## config.mk

```make
export PLATFORM = sky130hd
export DESIGN_NAME = jtag_debug_chain
export DESIGN_NICKNAME = d
export VERILOG_FILES = /design/src/jtag_tap.v /design/src/jtag_debug_chain.v
export VERILOG_INCLUDE_DIRS = /design/src
export SDC_FILE = /design/constraint.sdc
export NUM_CORES = 1
export LEC_CHECK = 0
export BUFFER_PORTS_ARGS = -buffer_cell sky130_fd_sc_hd__buf_4
export CAP_MARGIN = 40
export CELL_PAD_IN_SITES_DETAIL_PLACEMENT = 2
export CELL_PAD_IN_SITES_GLOBAL_PLACEMENT = 2
export CORE_MARGIN = 10
export CORE_UTILIZATION = 33
export DETAILED_ROUTE_END_ITERATION = 8
export GPL_TIMING_DRIVEN = 0
export PLACE_DENSITY = 0.82
export SYNTH_ARGS = -nofsm -noshare
export SYNTH_HDL_FRONTEND = slang
export SYNTH_SLANG_ARGS = --single-unit
```

## constraint.sdc

```tcl
create_clock -name mclk_i -period 2.7 [get_ports mclk_i]
set_input_delay 0.135 -clock mclk_i [delete_from_list [all_inputs] [get_ports mclk_i]]
set_output_delay 0.135 -clock mclk_i [all_outputs]
set_load 0.05 [all_outputs]
```

## src/jtag_debug_defines.vh

```
`ifndef JTAG_DEBUG_DEFINES_VH
`define JTAG_DEBUG_DEFINES_VH
// =====================================================
// instruction codes (4-bit ir per tap)
`define IR_W            4
`define IR_EXTEST       4'h0
`define IR_SAMPLE       4'h1
`define IR_IDENT        4'h2
`define IR_USERCODE     4'h3
`define IR_CHIP_ADDR    4'h4
`define IR_CHIP_DATA    4'h5
`define IR_BYPASS       4'hf
`define IR_RESET_VAL    4'h2
// =====================================================
// security register fields
`define SEC_JTAG_OFF    0
`define SEC_OTP_OFF     13
`define SEC_TAG_HI      31
`define SEC_TAG_LO      22
// =====================================================
// usercode layout
`define UC_REVISION     12'h000
`define UC_UNUSED_W     10
// =====================================================
// chip access: 32-bit words, top two address bits pick a target
`define TGT_TILE        2'h0
`define TGT_SWITCH      2'h1
`define TGT_OTP         2'h2
`define BSR_W           8
`endif

```

## src/jtag_tap.v

```verilog
`timescale 1ns/10ps
`include "jtag_debug_defines.vh"
// one sixteen-state tap controller with instruction register; data paths sit outside
module jtag_tap (
   // clock and reset
   input  wire             mclk_i,
   input  wire             rst_i,
   // sampled test edges and pins
   input  wire             tck_rise_i,
   input  wire             tck_fall_i,
   input  wire             tms_i,
   input  wire             tdi_i,
   input  wire             dr_tdo_i,
   // state strobes, instruction and tdo
   output wire             capture_dr_o,
   output wire             shift_dr_o,
   output wire             update_dr_o,
   output reg  [3:0]       ir_o,
   output reg              tdo_o,
   output reg              tdo_en_o
);
   localparam S_RESET = 16'h0001, S_IDLE = 16'h0002, S_SELDR = 16'h0004, S_CAPDR = 16'h0008;
   localparam S_SHDR = 16'h0010, S_EX1DR = 16'h0020, S_PDR = 16'h0040, S_EX2DR = 16'h0080;
   localparam S_UPDR = 16'h0100, S_SELIR = 16'h0200, S_CAPIR = 16'h0400, S_SHIR = 16'h0800;
   localparam S_EX1IR = 16'h1000, S_PIR = 16'h2000, S_EX2IR = 16'h4000, S_UPIR = 16'h8000;
   reg [15:0] state_reg;
   reg [15:0] state_next;
   reg [3:0]  ir_sh_reg;
   always @* begin
      case (state_reg)
         S_RESET: state_next = tms_i ? S_RESET : S_IDLE;
         S_IDLE:  state_next = tms_i ? S_SELDR : S_IDLE;
         S_SELDR: state_next = tms_i ? S_SELIR : S_CAPDR;
         S_CAPDR: state_next = tms_i ? S_EX1DR : S_SHDR;
         S_SHDR:  state_next = tms_i ? S_EX1DR : S_SHDR;
         S_EX1DR: state_next = tms_i ? S_UPDR : S_PDR;
         S_PDR:   state_next = tms_i ? S_EX2DR : S_PDR;
         S_EX2DR: state_next = tms_i ? S_UPDR : S_SHDR;
         S_UPDR:  state_next = tms_i ? S_SELDR : S_IDLE;
         S_SELIR: state_next = tms_i ? S_RESET : S_CAPIR;
         S_CAPIR: state_next = tms_i ? S_EX1IR : S_SHIR;
         S_SHIR:  state_next = tms_i ? S_EX1IR : S_SHIR;
         S_EX1IR: state_next = tms_i ? S_UPIR : S_PIR;
         S_PIR:   state_next = tms_i ? S_EX2IR : S_PIR;
         S_EX2IR: state_next = tms_i ? S_UPIR : S_SHIR;
         S_UPIR:  state_next = tms_i ? S_SELDR : S_IDLE;
         default: state_next = S_RESET;
      endcase
   end
   // strobes fire in the cycle of the rising edge that leaves the state
   assign capture_dr_o = tck_rise_i & (state_reg == S_CAPDR);
   assign shift_dr_o   = tck_rise_i & (state_reg == S_SHDR);
   assign update_dr_o  = tck_rise_i & (state_reg == S_UPDR);
   always @(posedge mclk_i) begin
      if (rst_i) begin
         state_reg <= S_RESET;
         ir_sh_reg <= 4'h0;
         ir_o      <= `IR_RESET_VAL;
         tdo_o     <= 1'b0;
         tdo_en_o  <= 1'b0;
      end else begin
         if (tck_rise_i) begin
            state_reg <= state_next;
            if (state_reg == S_CAPIR)
               ir_sh_reg <= 4'h1;
            else if (state_reg == S_SHIR)
               ir_sh_reg <= {tdi_i, ir_sh_reg[3:1]};
            if (state_reg == S_UPIR)
               ir_o <= ir_sh_reg;
            else if (state_reg == S_RESET)
               ir_o <= `IR_RESET_VAL;
         end
         // tdo moves on the falling edge only
         if (tck_fall_i) begin
            tdo_o    <= (state_reg == S_SHIR) ? ir_sh_reg[0] : dr_tdo_i;
            tdo_en_o <= (state_reg == S_SHIR) | (state_reg == S_SHDR);
         end
      end
   end
endmodule

```

## src/jtag_debug_chain.v

```verilog
`timescale 1ns/10ps
`include "jtag_debug_defines.vh"
module jtag_debug_chain #(
   parameter [31:0] IDENT_CODE = 32'h1234_5679  // arbitrary value, bit 0 set
) (
   // system clock and reset
   input  wire             mclk_i,
   input  wire             srst_i,
   // jtag pins
   input  wire             tck_i,
   input  wire             tms_i,
   input  wire             tdi_i,
   input  wire             trst_n_i,
   output wire             tdo_o,
   output wire             tdo_en_o,
   // global reset and boot
   input  wire             rst_n_i,
   input  wire             pll_lock_i,
   output reg              chip_rst_o,
   output reg              boot_start_o,
   // debug sync pin
   input  wire             dbg_sync_n_i,
   output wire             dbg_sync_n_o,
   output reg              dbg_sync_oe_o,
   // tile side
   input  wire             dbg_sync_out_mode_i,
   input  wire             dbg_sync_in_mode_i,
   input  wire             breakpoint_i,
   output reg              debug_req_o,
   input  wire [31:0]      security_i,
   input  wire [`BSR_W-1:0] pin_in_i,
   output reg  [`BSR_W-1:0] pin_out_o,
   output reg              extest_o,
   // chip access port
   output reg              acc_req_o,
   output reg              acc_wr_o,
   output reg  [1:0]       acc_tgt_o,
   output reg  [29:0]      acc_addr_o,
   output reg  [31:0]      acc_wdata_o,
   input  wire [31:0]      acc_rdata_i
);
   // =====================================================
   // pin synchronisers
   reg [1:0] tck_s_reg, tms_s_reg, tdi_s_reg, trst_s_reg, rst_s_reg, dbg_s_reg, lock_s_reg;
   reg       tck_d_reg;
   always @(posedge mclk_i) begin
      tck_s_reg  <= {tck_s_reg[0], tck_i};
      tms_s_reg  <= {tms_s_reg[0], tms_i};
      tdi_s_reg  <= {tdi_s_reg[0], tdi_i};
      trst_s_reg <= {trst_s_reg[0], trst_n_i};
      rst_s_reg  <= {rst_s_reg[0], rst_n_i};
      dbg_s_reg  <= {dbg_s_reg[0], dbg_sync_n_i};
      lock_s_reg <= {lock_s_reg[0], pll_lock_i};
      tck_d_reg  <= tck_s_reg[1];
   end
   wire tck_rise = tck_s_reg[1] & ~tck_d_reg;
   wire tck_fall = ~tck_s_reg[1] & tck_d_reg;
   // whole jtag logic held while test reset is low
   wire jrst = srst_i | ~trst_s_reg[1];
   // =====================================================
   // global reset: asserts chip reset straight from the pin, boot waits on lock
   reg rst_seen_reg;
   always @* chip_rst_o = ~rst_n_i | ~rst_s_reg[1];
   always @(posedge mclk_i) begin
      if (srst_i | ~rst_s_reg[1]) begin
         boot_start_o <= 1'b0;
         rst_seen_reg <= 1'b1;
      end else begin
         boot_start_o <= 1'b0;
         if (rst_seen_reg & lock_s_reg[1]) begin
            boot_start_o <= 1'b1;
            rst_seen_reg <= 1'b0;
         end
      end
   end
   // =====================================================
   // two taps in series: tdi -> boundary tap -> chip tap -> tdo
   wire       b_cap, b_sh, b_up, b_tdo, b_en;
   wire       c_cap, c_sh, c_up, c_tdo, c_en;
   wire [3:0] b_ir, c_ir;
   reg        b_dr_tdo, c_dr_tdo;
   jtag_tap u_bscan (
      .mclk_i       (mclk_i),
      .rst_i        (jrst),
      .tck_rise_i   (tck_rise),
      .tck_fall_i   (tck_fall),
      .tms_i        (tms_s_reg[1]),
      .tdi_i        (tdi_s_reg[1]),
      .dr_tdo_i     (b_dr_tdo),
      .capture_dr_o (b_cap),
      .shift_dr_o   (b_sh),
      .update_dr_o  (b_up),
      .ir_o         (b_ir),
      .tdo_o        (b_tdo),
      .tdo_en_o     (b_en)
   );
   jtag_tap u_chip (
      .mclk_i       (mclk_i),
      .rst_i        (jrst),
      .tck_rise_i   (tck_rise),
      .tck_fall_i   (tck_fall),
      .tms_i        (tms_s_reg[1]),
      .tdi_i        (b_tdo),
      .dr_tdo_i     (c_dr_tdo),
      .capture_dr_o (c_cap),
      .shift_dr_o   (c_sh),
      .update_dr_o  (c_up),
      .ir_o         (c_ir),
      .tdo_o        (c_tdo),
      .tdo_en_o     (c_en)
   );
   assign tdo_o    = c_tdo;
   assign tdo_en_o = c_en;
   // =====================================================
   // data registers
   reg [31:0]        b_sh_reg, c_sh_reg;
   reg [`BSR_W-1:0]  bsr_reg;
   reg [31:0]        addr_reg;
   wire jtag_off = security_i[`SEC_JTAG_OFF];
   wire otp_off  = security_i[`SEC_OTP_OFF];
   wire [31:0] usercode = {security_i[`SEC_TAG_HI:`SEC_TAG_LO], {`UC_UNUSED_W{1'b0}},
                           `UC_REVISION};
   // access is refused when jtag is disabled, or when the otp is fenced off and the address targets it
   wire acc_ok = ~jtag_off & ~(otp_off & (addr_reg[31:30] == `TGT_OTP));
   always @* begin
      case (b_ir)
         `IR_EXTEST, `IR_SAMPLE: b_dr_tdo = b_sh_reg[0];
         `IR_IDENT, `IR_USERCODE: b_dr_tdo = b_sh_reg[0];
         default: b_dr_tdo = b_sh_reg[0];
      endcase
      c_dr_tdo = c_sh_reg[0];
   end
   always @(posedge mclk_i) begin
      if (jrst) begin
         b_sh_reg    <= 32'h0000_0000;
         c_sh_reg    <= 32'h0000_0000;
         bsr_reg     <= {`BSR_W{1'b0}};
         pin_out_o   <= {`BSR_W{1'b0}};
         extest_o    <= 1'b0;
         addr_reg    <= 32'h0000_0000;
         acc_req_o   <= 1'b0;
         acc_wr_o    <= 1'b0;
         acc_tgt_o   <= 2'h0;
         acc_addr_o  <= 30'h0000_0000;
         acc_wdata_o <= 32'h0000_0000;
      end else begin
         acc_req_o <= 1'b0;
         extest_o  <= (b_ir == `IR_EXTEST);
         // boundary tap: bypass is one bit, boundary register is BSR_W bits
         if (b_cap) begin
            case (b_ir)
               `IR_IDENT:    b_sh_reg <= IDENT_CODE | 32'h0000_0001;
               `IR_USERCODE: b_sh_reg <= usercode;
               `IR_EXTEST, `IR_SAMPLE: b_sh_reg <= {24'h00_0000, pin_in_i};
               default:      b_sh_reg <= 32'h0000_0000;
            endcase
         end else if (b_sh) begin
            case (b_ir)
               `IR_IDENT, `IR_USERCODE: b_sh_reg <= {tdi_s_reg[1], b_sh_reg[31:1]};
               `IR_EXTEST, `IR_SAMPLE: b_sh_reg <= {24'h00_0000, tdi_s_reg[1], b_sh_reg[7:1]};
               default:      b_sh_reg <= {31'h0000_0000, tdi_s_reg[1]};
            endcase
         end
         if (b_up & ((b_ir == `IR_EXTEST) | (b_ir == `IR_SAMPLE)))
            bsr_reg <= b_sh_reg[`BSR_W-1:0];
         // pins follow the update register only while extest is selected, so a preload holds
         if (b_ir == `IR_EXTEST)
            pin_out_o <= bsr_reg;
         // chip tap: address word then data word; read data captured on capture
         if (c_cap) begin
            c_sh_reg <= ((c_ir == `IR_CHIP_DATA) & acc_ok) ? acc_rdata_i : 32'h0000_0000;
         end else if (c_sh) begin
            if ((c_ir == `IR_CHIP_ADDR) | (c_ir == `IR_CHIP_DATA))
               c_sh_reg <= {b_tdo, c_sh_reg[31:1]};
            else
               c_sh_reg <= {31'h0000_0000, b_tdo};
         end
         if (c_up & (c_ir == `IR_CHIP_ADDR)) begin
            addr_reg   <= c_sh_reg;
            acc_tgt_o  <= c_sh_reg[31:30];
            acc_addr_o <= c_sh_reg[29:0];
            acc_wr_o   <= 1'b0;
            acc_req_o  <= ~jtag_off & ~(otp_off & (c_sh_reg[31:30] == `TGT_OTP));
         end else if (c_up & (c_ir == `IR_CHIP_DATA) & acc_ok) begin
            acc_wdata_o <= c_sh_reg;
            acc_wr_o    <= 1'b1;
            acc_req_o   <= 1'b1;
         end
      end
   end
   // =====================================================
   // debug sync pin; open drain so the output value is always low
   assign dbg_sync_n_o = 1'b0;
   always @(posedge mclk_i) begin
      if (srst_i) begin
         dbg_sync_oe_o <= 1'b0;
         debug_req_o   <= 1'b0;
      end else begin
         // released only by reset or leaving output mode
         if (~dbg_sync_out_mode_i)
            dbg_sync_oe_o <= 1'b0;
         else if (breakpoint_i)
            dbg_sync_oe_o <= 1'b1;
         debug_req_o <= dbg_sync_in_mode_i & ~dbg_s_reg[1] & ~dbg_sync_oe_o;
      end
   end
endmodule

```

-- Yosys cells after proc, flatten, opt, wreduce, memory -nomap -nowiden
Index checks and enable logic that the tools add are counted.
- register bits after elaboration: 249
- output and inout bits: 82
- bits of input ports: 84
- logic and storage cells: 166
- multiplexer cells: 35
- eq/ne operators: 39
- bitwise gates (word level): 38
- reductions and logical operators: 22
- operators with widths (operator ; number):
    $pmux 16 s12 ; 2
    $mux 32 ; 6
    $pmux 32 s3 ; 1
    $pmux 32 s2 ; 1
    $eq 16x1->1 const B ; 2
    $eq 16x10->1 const B ; 2
    $eq 16x11->1 const B ; 2
    $eq 16x12->1 const B ; 2
    $eq 16x13->1 const B ; 2
    $eq 16x14->1 const B ; 2
    $eq 16x15->1 const B ; 2
    $eq 16x16->1 const B ; 2
    $eq 16x2->1 const B ; 2
    $eq 16x3->1 const B ; 2
    $eq 16x4->1 const B ; 2
    $eq 16x5->1 const B ; 2
    $eq 16x6->1 const B ; 2
    $eq 16x7->1 const B ; 2
    $eq 16x8->1 const B ; 2
    $eq 16x9->1 const B ; 2
    $mux 16 ; 2
    $mux 4 ; 8
    $and 1x1->1 ; 20
    $mux 9 ; 2
    other kinds (20) ; 60

-- Depth between registers and ports, before layout
- depth after elaboration: 7
- depth in mapped cells: 8
- depth with buffers taken out: 5

-- Cells and area by module
From an unflattened synthesis, not the netlist that was laid out.
- cells, all modules: 1147
- area, all modules: 9646.8 µm²
- by module, submodules not included (module ; times used ; sequential area each (µm²) ; area an instance (µm²) ; cells an instance):
    jtag_debug_chain ; 1 ; 3323.2 ; 6595.1 ; 754
    jtag_tap at u_bscan ; 1 ; 520.5 ; 1527.7 ; 196
    jtag_tap at u_chip ; 1 ; 520.5 ; 1524.0 ; 197

-- Least setup slack after synthesis
No wires, ideal clock.
- path type: register to register
- start point: reg u_chip.state_reg[12]
- end point: reg c_sh_reg[1]
- data required time: 2.578 ns
- library setup time: 0.122 ns
- path slack: 0.296 ns
- clock period less this slack: 2.404 ns
- data arrival time: 2.282 ns
- buffers on the path: 3
- stages on the path, launching flop included: 9
- cells stage by stage: dfxtp_1 buf_6 or4_4 or4_4 buf_6 o31a_1 buf_6 a22oi_1 a21oi_1
- cells in the longest elaborated chain, start to end: 3
- elaborated cells between the ends (all ways): 6
- those cells by class: 2 x eq/ne; 1 x mux; 2 x bitwise; 1 x reduce/logical
- RTL lines (what ; RTL line ; text):
    from (decl) ; jtag_tap.v:26 ; reg [15:0] state_reg;
    from (signal assigned) ; jtag_tap.v:63 ; state_reg <= state_next;
    $eq 16x4->1 or $eq 16x5->1 (tied branches) ; jtag_tap.v:51, jtag_tap.v:52 ;
    $and 1x1->1 (on tied branches) ; jtag_tap.v:51, jtag_tap.v:52 ;
    $mux 32 or $reduce_bool 2->1 (tied branches) ; n/a ;
    to (signal assigned) ; jtag_debug_chain.v:171 ; c_sh_reg <= ((c_ir == `IR_CHIP_DATA) & acc_ok) ? acc_rdata_i : 32'h0000_0000;
    to (signal assigned) ; jtag_debug_chain.v:174 ; c_sh_reg <= {b_tdo, c_sh_reg[31:1]};
    to (signal assigned) ; jtag_debug_chain.v:176 ; c_sh_reg <= {31'h0000_0000, b_tdo};
    to (decl) ; jtag_debug_chain.v:116 ; reg [31:0] b_sh_reg, c_sh_reg;
Several ways; a longest one is shown, not always the timed one.
A chain may end at the register's enable or synchronous reset.

-- Worst setup path after layout
- start point: reg u_chip.state_reg[11]
- end point: reg c_sh_reg[30]
The elaborated chain is that of the path after synthesis.

==> PnR_summary.wiki <==
{| class="wikitable"
! Metric !! Value
|-
| Final core occ || about 45%
|-
| Per-instance average area after synthesis || around 8.4 sq um
|-
| Core area || about 27000 sq um
|-
| TritonCTS clock tree || built
|-
| Post-route DRC || 0
|-
| Bufs and invs on worst path || 3
|-
| Peak VDD IR || around 0.31 mV
|-
| Post-Syn Nets || between 1000 and 1500
|-
| Number of antenna violations at the first check in global routing || 0
|-
| Die Footprint || about 34000 sq um
|-
| First-pass GRT wire length || approximately 60000 um
|-
| Count of filler cells inserted in the layout || roughly 3000
|-
| Number of enable flip-flop cells after synthesis || 0
|-
| Cell row count || 60
|-
| Delay contributed by the slowest stage of the critical path || about 0.52 ns
|-
| Number of register bits inferred by synthesis || ~220
|-
| Hold violation total from the final report || 0
|-
| Number of buffers inserted by port buffering || between 100 and 150
|-
| Fmax achieved || around 380 MHz
|-
| HPWL after detailed placement || 24750 um
|-
| Layout Area Growth over Synthesis || 34.51%
|-
| Total vias in the final route || about 9300
|-
| Clock-pin transition on the worst setup and hold timing paths || around 0.060 ns
|-
| Leading cell type in the layout, fill and taps excluded || sky130_fd_sc_hd__dfxtp_1
|-
| Tot GR Track Use || roughly 22%
|-
| DRT iter0 DRCs || 470
|-
| Critical path class || reg2reg
|-
| Topmost layer with routed signal wires || met4
|-
| Maximum number of pins on one net before global-route repair || 14
|-
| Commonest cells after routing, fill and taps aside || 216 x sky130_fd_sc_hd__dfxtp_1, 191 x sky130_fd_sc_hd__nand2_1, 152 x sky130_fd_sc_hd__a21oi_1, 151 x sky130_fd_sc_hd__buf_4
|-
| Kind of start point of the critical path || flip-flop
|-
| Worst slack, placed || -0.3409 ns
|-
| Leakage power summed over all cells || roughly 0.0043 uW
|-
| Pins over their slew limit || 0
|-
| Clk buf depth || 3
|-
| Tcrit/Tclk final || 97.42%
|-
| Number of vias per cell after detailed routing || approximately 5.6
|-
| Number of global-route vias before repair || between 10000 and 15000
|-
| Most used flip-flop cell after synthesis || sky130_fd_sc_hd__dfxtp_1
|-
| Num Clock Sinks || roughly 220
|-
| Width of the die || about 180 um
|-
| Critical-path cell list || clkbuf_1 -> or4_4 -> or4_4 -> buf_6 -> o31a_1 -> buf_6 -> a22oi_2 -> a21oi_1
|-
| CP arrival || 3.05 ns
|-
| Residual antenna-violating net count after detailed routing || 0
|-
| Synth unique cells || 60
|-
| Cell Area, Synth || 8974 sq um
|-
| Post-synthesis sequential area ratio || 48.41%
|-
| Sort of element at the end of the critical path || flip-flop
|-
| Boundary Pins || about 170
|-
| Root Buffer || sky130_fd_sc_hd__clkbuf_16
|-
| Wire length on met2 || around 21000 um
|-
| Total negative slack || 0 ns
|-
| Met3 WL || around 1600 um
|-
| Cell count after synthesis || 1069
|-
| Net count reported at finish || 1386
|-
| Slowest cell on the critical path || sky130_fd_sc_hd__or4_4
|-
| Worst skew pair latency || around 0.56 ns
|-
| Minimum period implied by the final worst setup slack || 2.630 ns
|-
| Final weighted congestion in routability-driven placement || just over 0.8
|-
| Global route total overflow || 0
|-
| Detailed-route wire length || roughly 40000 um
|-
| Routed metal-1 wirelength || ~16000 um
|-
| Syn. warnings || 0
|-
| Cts bufs inserted || 26
|-
| Final setup violation count || 0
|-
| CP Data Required Time || 3.12 ns
|-
| Fraction of layout cells with a size suffix above 1 || about a fifth
|-
| Final setup margin || about 0.07 ns
|-
| Starting density of the core || about 33%
|-
| Highest fanout seen on the critical path || 10
|-
| Class of the tightest hold or removal check || in2reg
|-
| Detailed-route wire length per cell || about 24 um
|-
| Htree depth || 1
|-
| Family of cells with the greatest summed delay on the critical path || simple AND/OR/NAND/NOR gates
|-
| Vertical die dimension || 184.9 um
|-
| Fraction of registers with async set/reset || 0%
|-
| Total power density per cell area || 595.1 nW/um^2
|-
| Worst clock skew on the final layout || 0.03738 ns
|-
| Max-capacitance violation count || 0
|-
| Slew HR || approximately 44%
|-
| Slew at the pin closest to its max-slew limit || between 0.8 and 0.9 ns
|-
| First-pass iteration count of the detailed router || 5
|-
| Result of the run || complete, no violations
|}
==> cell families (layout without fill, tap and decap cells) <==
logic type / Yosys count / in the layout / share of synthesized area, %
AOI/OAI and AO/OA: 303 / 303 / 19.88
xor gates and xnor gates: 13 / 13 / 1.269
buffers and inverters: 97 / 345 / 5.047
DFF: 217 / 217 / 48.41
muxes: 24 / 24 / 2.691
other: 1 / 2 / 0.04179
and+or+nand+nor: 414 / 414 / 22.66
==> worst paths after layout <==
kind	start	endpoint	slack, ns	depth (start not counted)
min	pin_in_i[3]	b_sh_reg[3]	0.1	5
max	u_chip.state_reg[11]	c_sh_reg[30]	0.07	8
max reg2reg	u_chip.state_reg[11]	c_sh_reg[30]	0.07	8
min reg2reg	rst_s_reg[0]	rst_s_reg[1]	0.33	0
==> Yosys cell counts, types with 8 or more instances <==
cell	n	share of area [%]
sky130_fd_sc_hd__buf_6	9	1.1
sky130_fd_sc_hd__o2bb2ai_1	9	0.88
sky130_fd_sc_hd__nand3_1	35	2.0
sky130_fd_sc_hd__nor3_1	17	0.95
sky130_fd_sc_hd__a21oi_1	154	8.6
sky130_fd_sc_hd__nor2b_1	8	0.56
sky130_fd_sc_hd__nor2_1	60	2.5
sky130_fd_sc_hd__a32oi_1	9	0.88
sky130_fd_sc_hd__o21ai_1	29	1.6
sky130_fd_sc_hd__nor3b_1	9	0.75
sky130_fd_sc_hd__nor4b_1	8	0.78
sky130_fd_sc_hd__nor4_1	13	0.91
sky130_fd_sc_hd__a31oi_1	10	0.70
sky130_fd_sc_hd__a22oi_1	35	2.9
sky130_fd_sc_hd__nand4_1	16	1.1
sky130_fd_sc_hd__dfxtp_1	217	48
sky130_fd_sc_hd__nand2_1	191	8.0
sky130_fd_sc_hd__xnor2_1	8	0.78
sky130_fd_sc_hd__mux2i_1	23	2.6
sky130_fd_sc_hd__inv_1	9	0.38
sky130_fd_sc_hd__buf_2	14	0.78
sky130_fd_sc_hd__clkbuf_1	62	2.6
sky130_fd_sc_hd__o21ai_0	33	1.8
==> cell type report <==
| class | count | area (sq um) | area share, % |
|---|---|---|---|
| flip-flops and latches | 217 | 4345 | 36.00 |
| multi-input cells | 755 | 4285 | 35.50 |
| repair buffers | 210 | 1710 | 14.17 |
| clock buffers | 34 | 720.7 | 5.971 |
| well taps | 341 | 426.7 | 3.535 |
| plain buffers | 83 | 414.1 | 3.431 |
| clock inverters | 9 | 131.4 | 1.088 |
| inverters | 9 | 33.78 | 0.2799 |
| diodes | 1 | 2.502 | 0.02073 |
==> worst min-delay path, stage by stage <==
cell                        delay (ns)
sky130_fd_sc_hd__buf_4            0.11
sky130_fd_sc_hd__inv_1            0.04
sky130_fd_sc_hd__o21ai_0          0.07
sky130_fd_sc_hd__mux2i_1          0.14
sky130_fd_sc_hd__o2bb2ai_1        0.08
==> per-layer routing <==
layer  track usage (%)  vias to the layer above
li1                  -                     4259
met1             25.62                     4710
met2             40.61                      234
met3             3.331                       93
met4             8.615                        0
met5                 0                        -
==> where the power goes <==
group | total, uW | internal, uW | switching (uW)
combinational | 345 | 151 | 194
clock | 3600 | 2150 | 1460
sequential | 3230 | 3220 | 14.6
==> per-stage QoR <==
| step | instance area, sq um | hold WS (ns) | std cells | total power [uW] |
|---|---|---|---|---|
| global route | 12070 | 0.1367 | 1658 | 7388 |
| finish | 12070 | 0.09721 | 1659 | 7183 |
| detailed placement | 10500 | 0.2409 | 1558 | 3562 |
| global placement | 10480 | 0.2402 | 1554 | 3558 |
| CTS | 11960 | 0.08099 | 1659 | 7185 |
| floorplan | 8974 | 0.1627 | 1069 | 3406 |
==> what timing repair did <==
item / in CTS / in global routing
gates resized for setup: 9 / 25
endpoints found under the hold margin: 57 / 0
pin swaps: 0 / 4
buffers inserted: 0 / 4
hold buffers: 58 / 0
endpoints found under the setup margin: 46 / 126
cloned: 0 / 0
(Power assumes the default switching activity.)
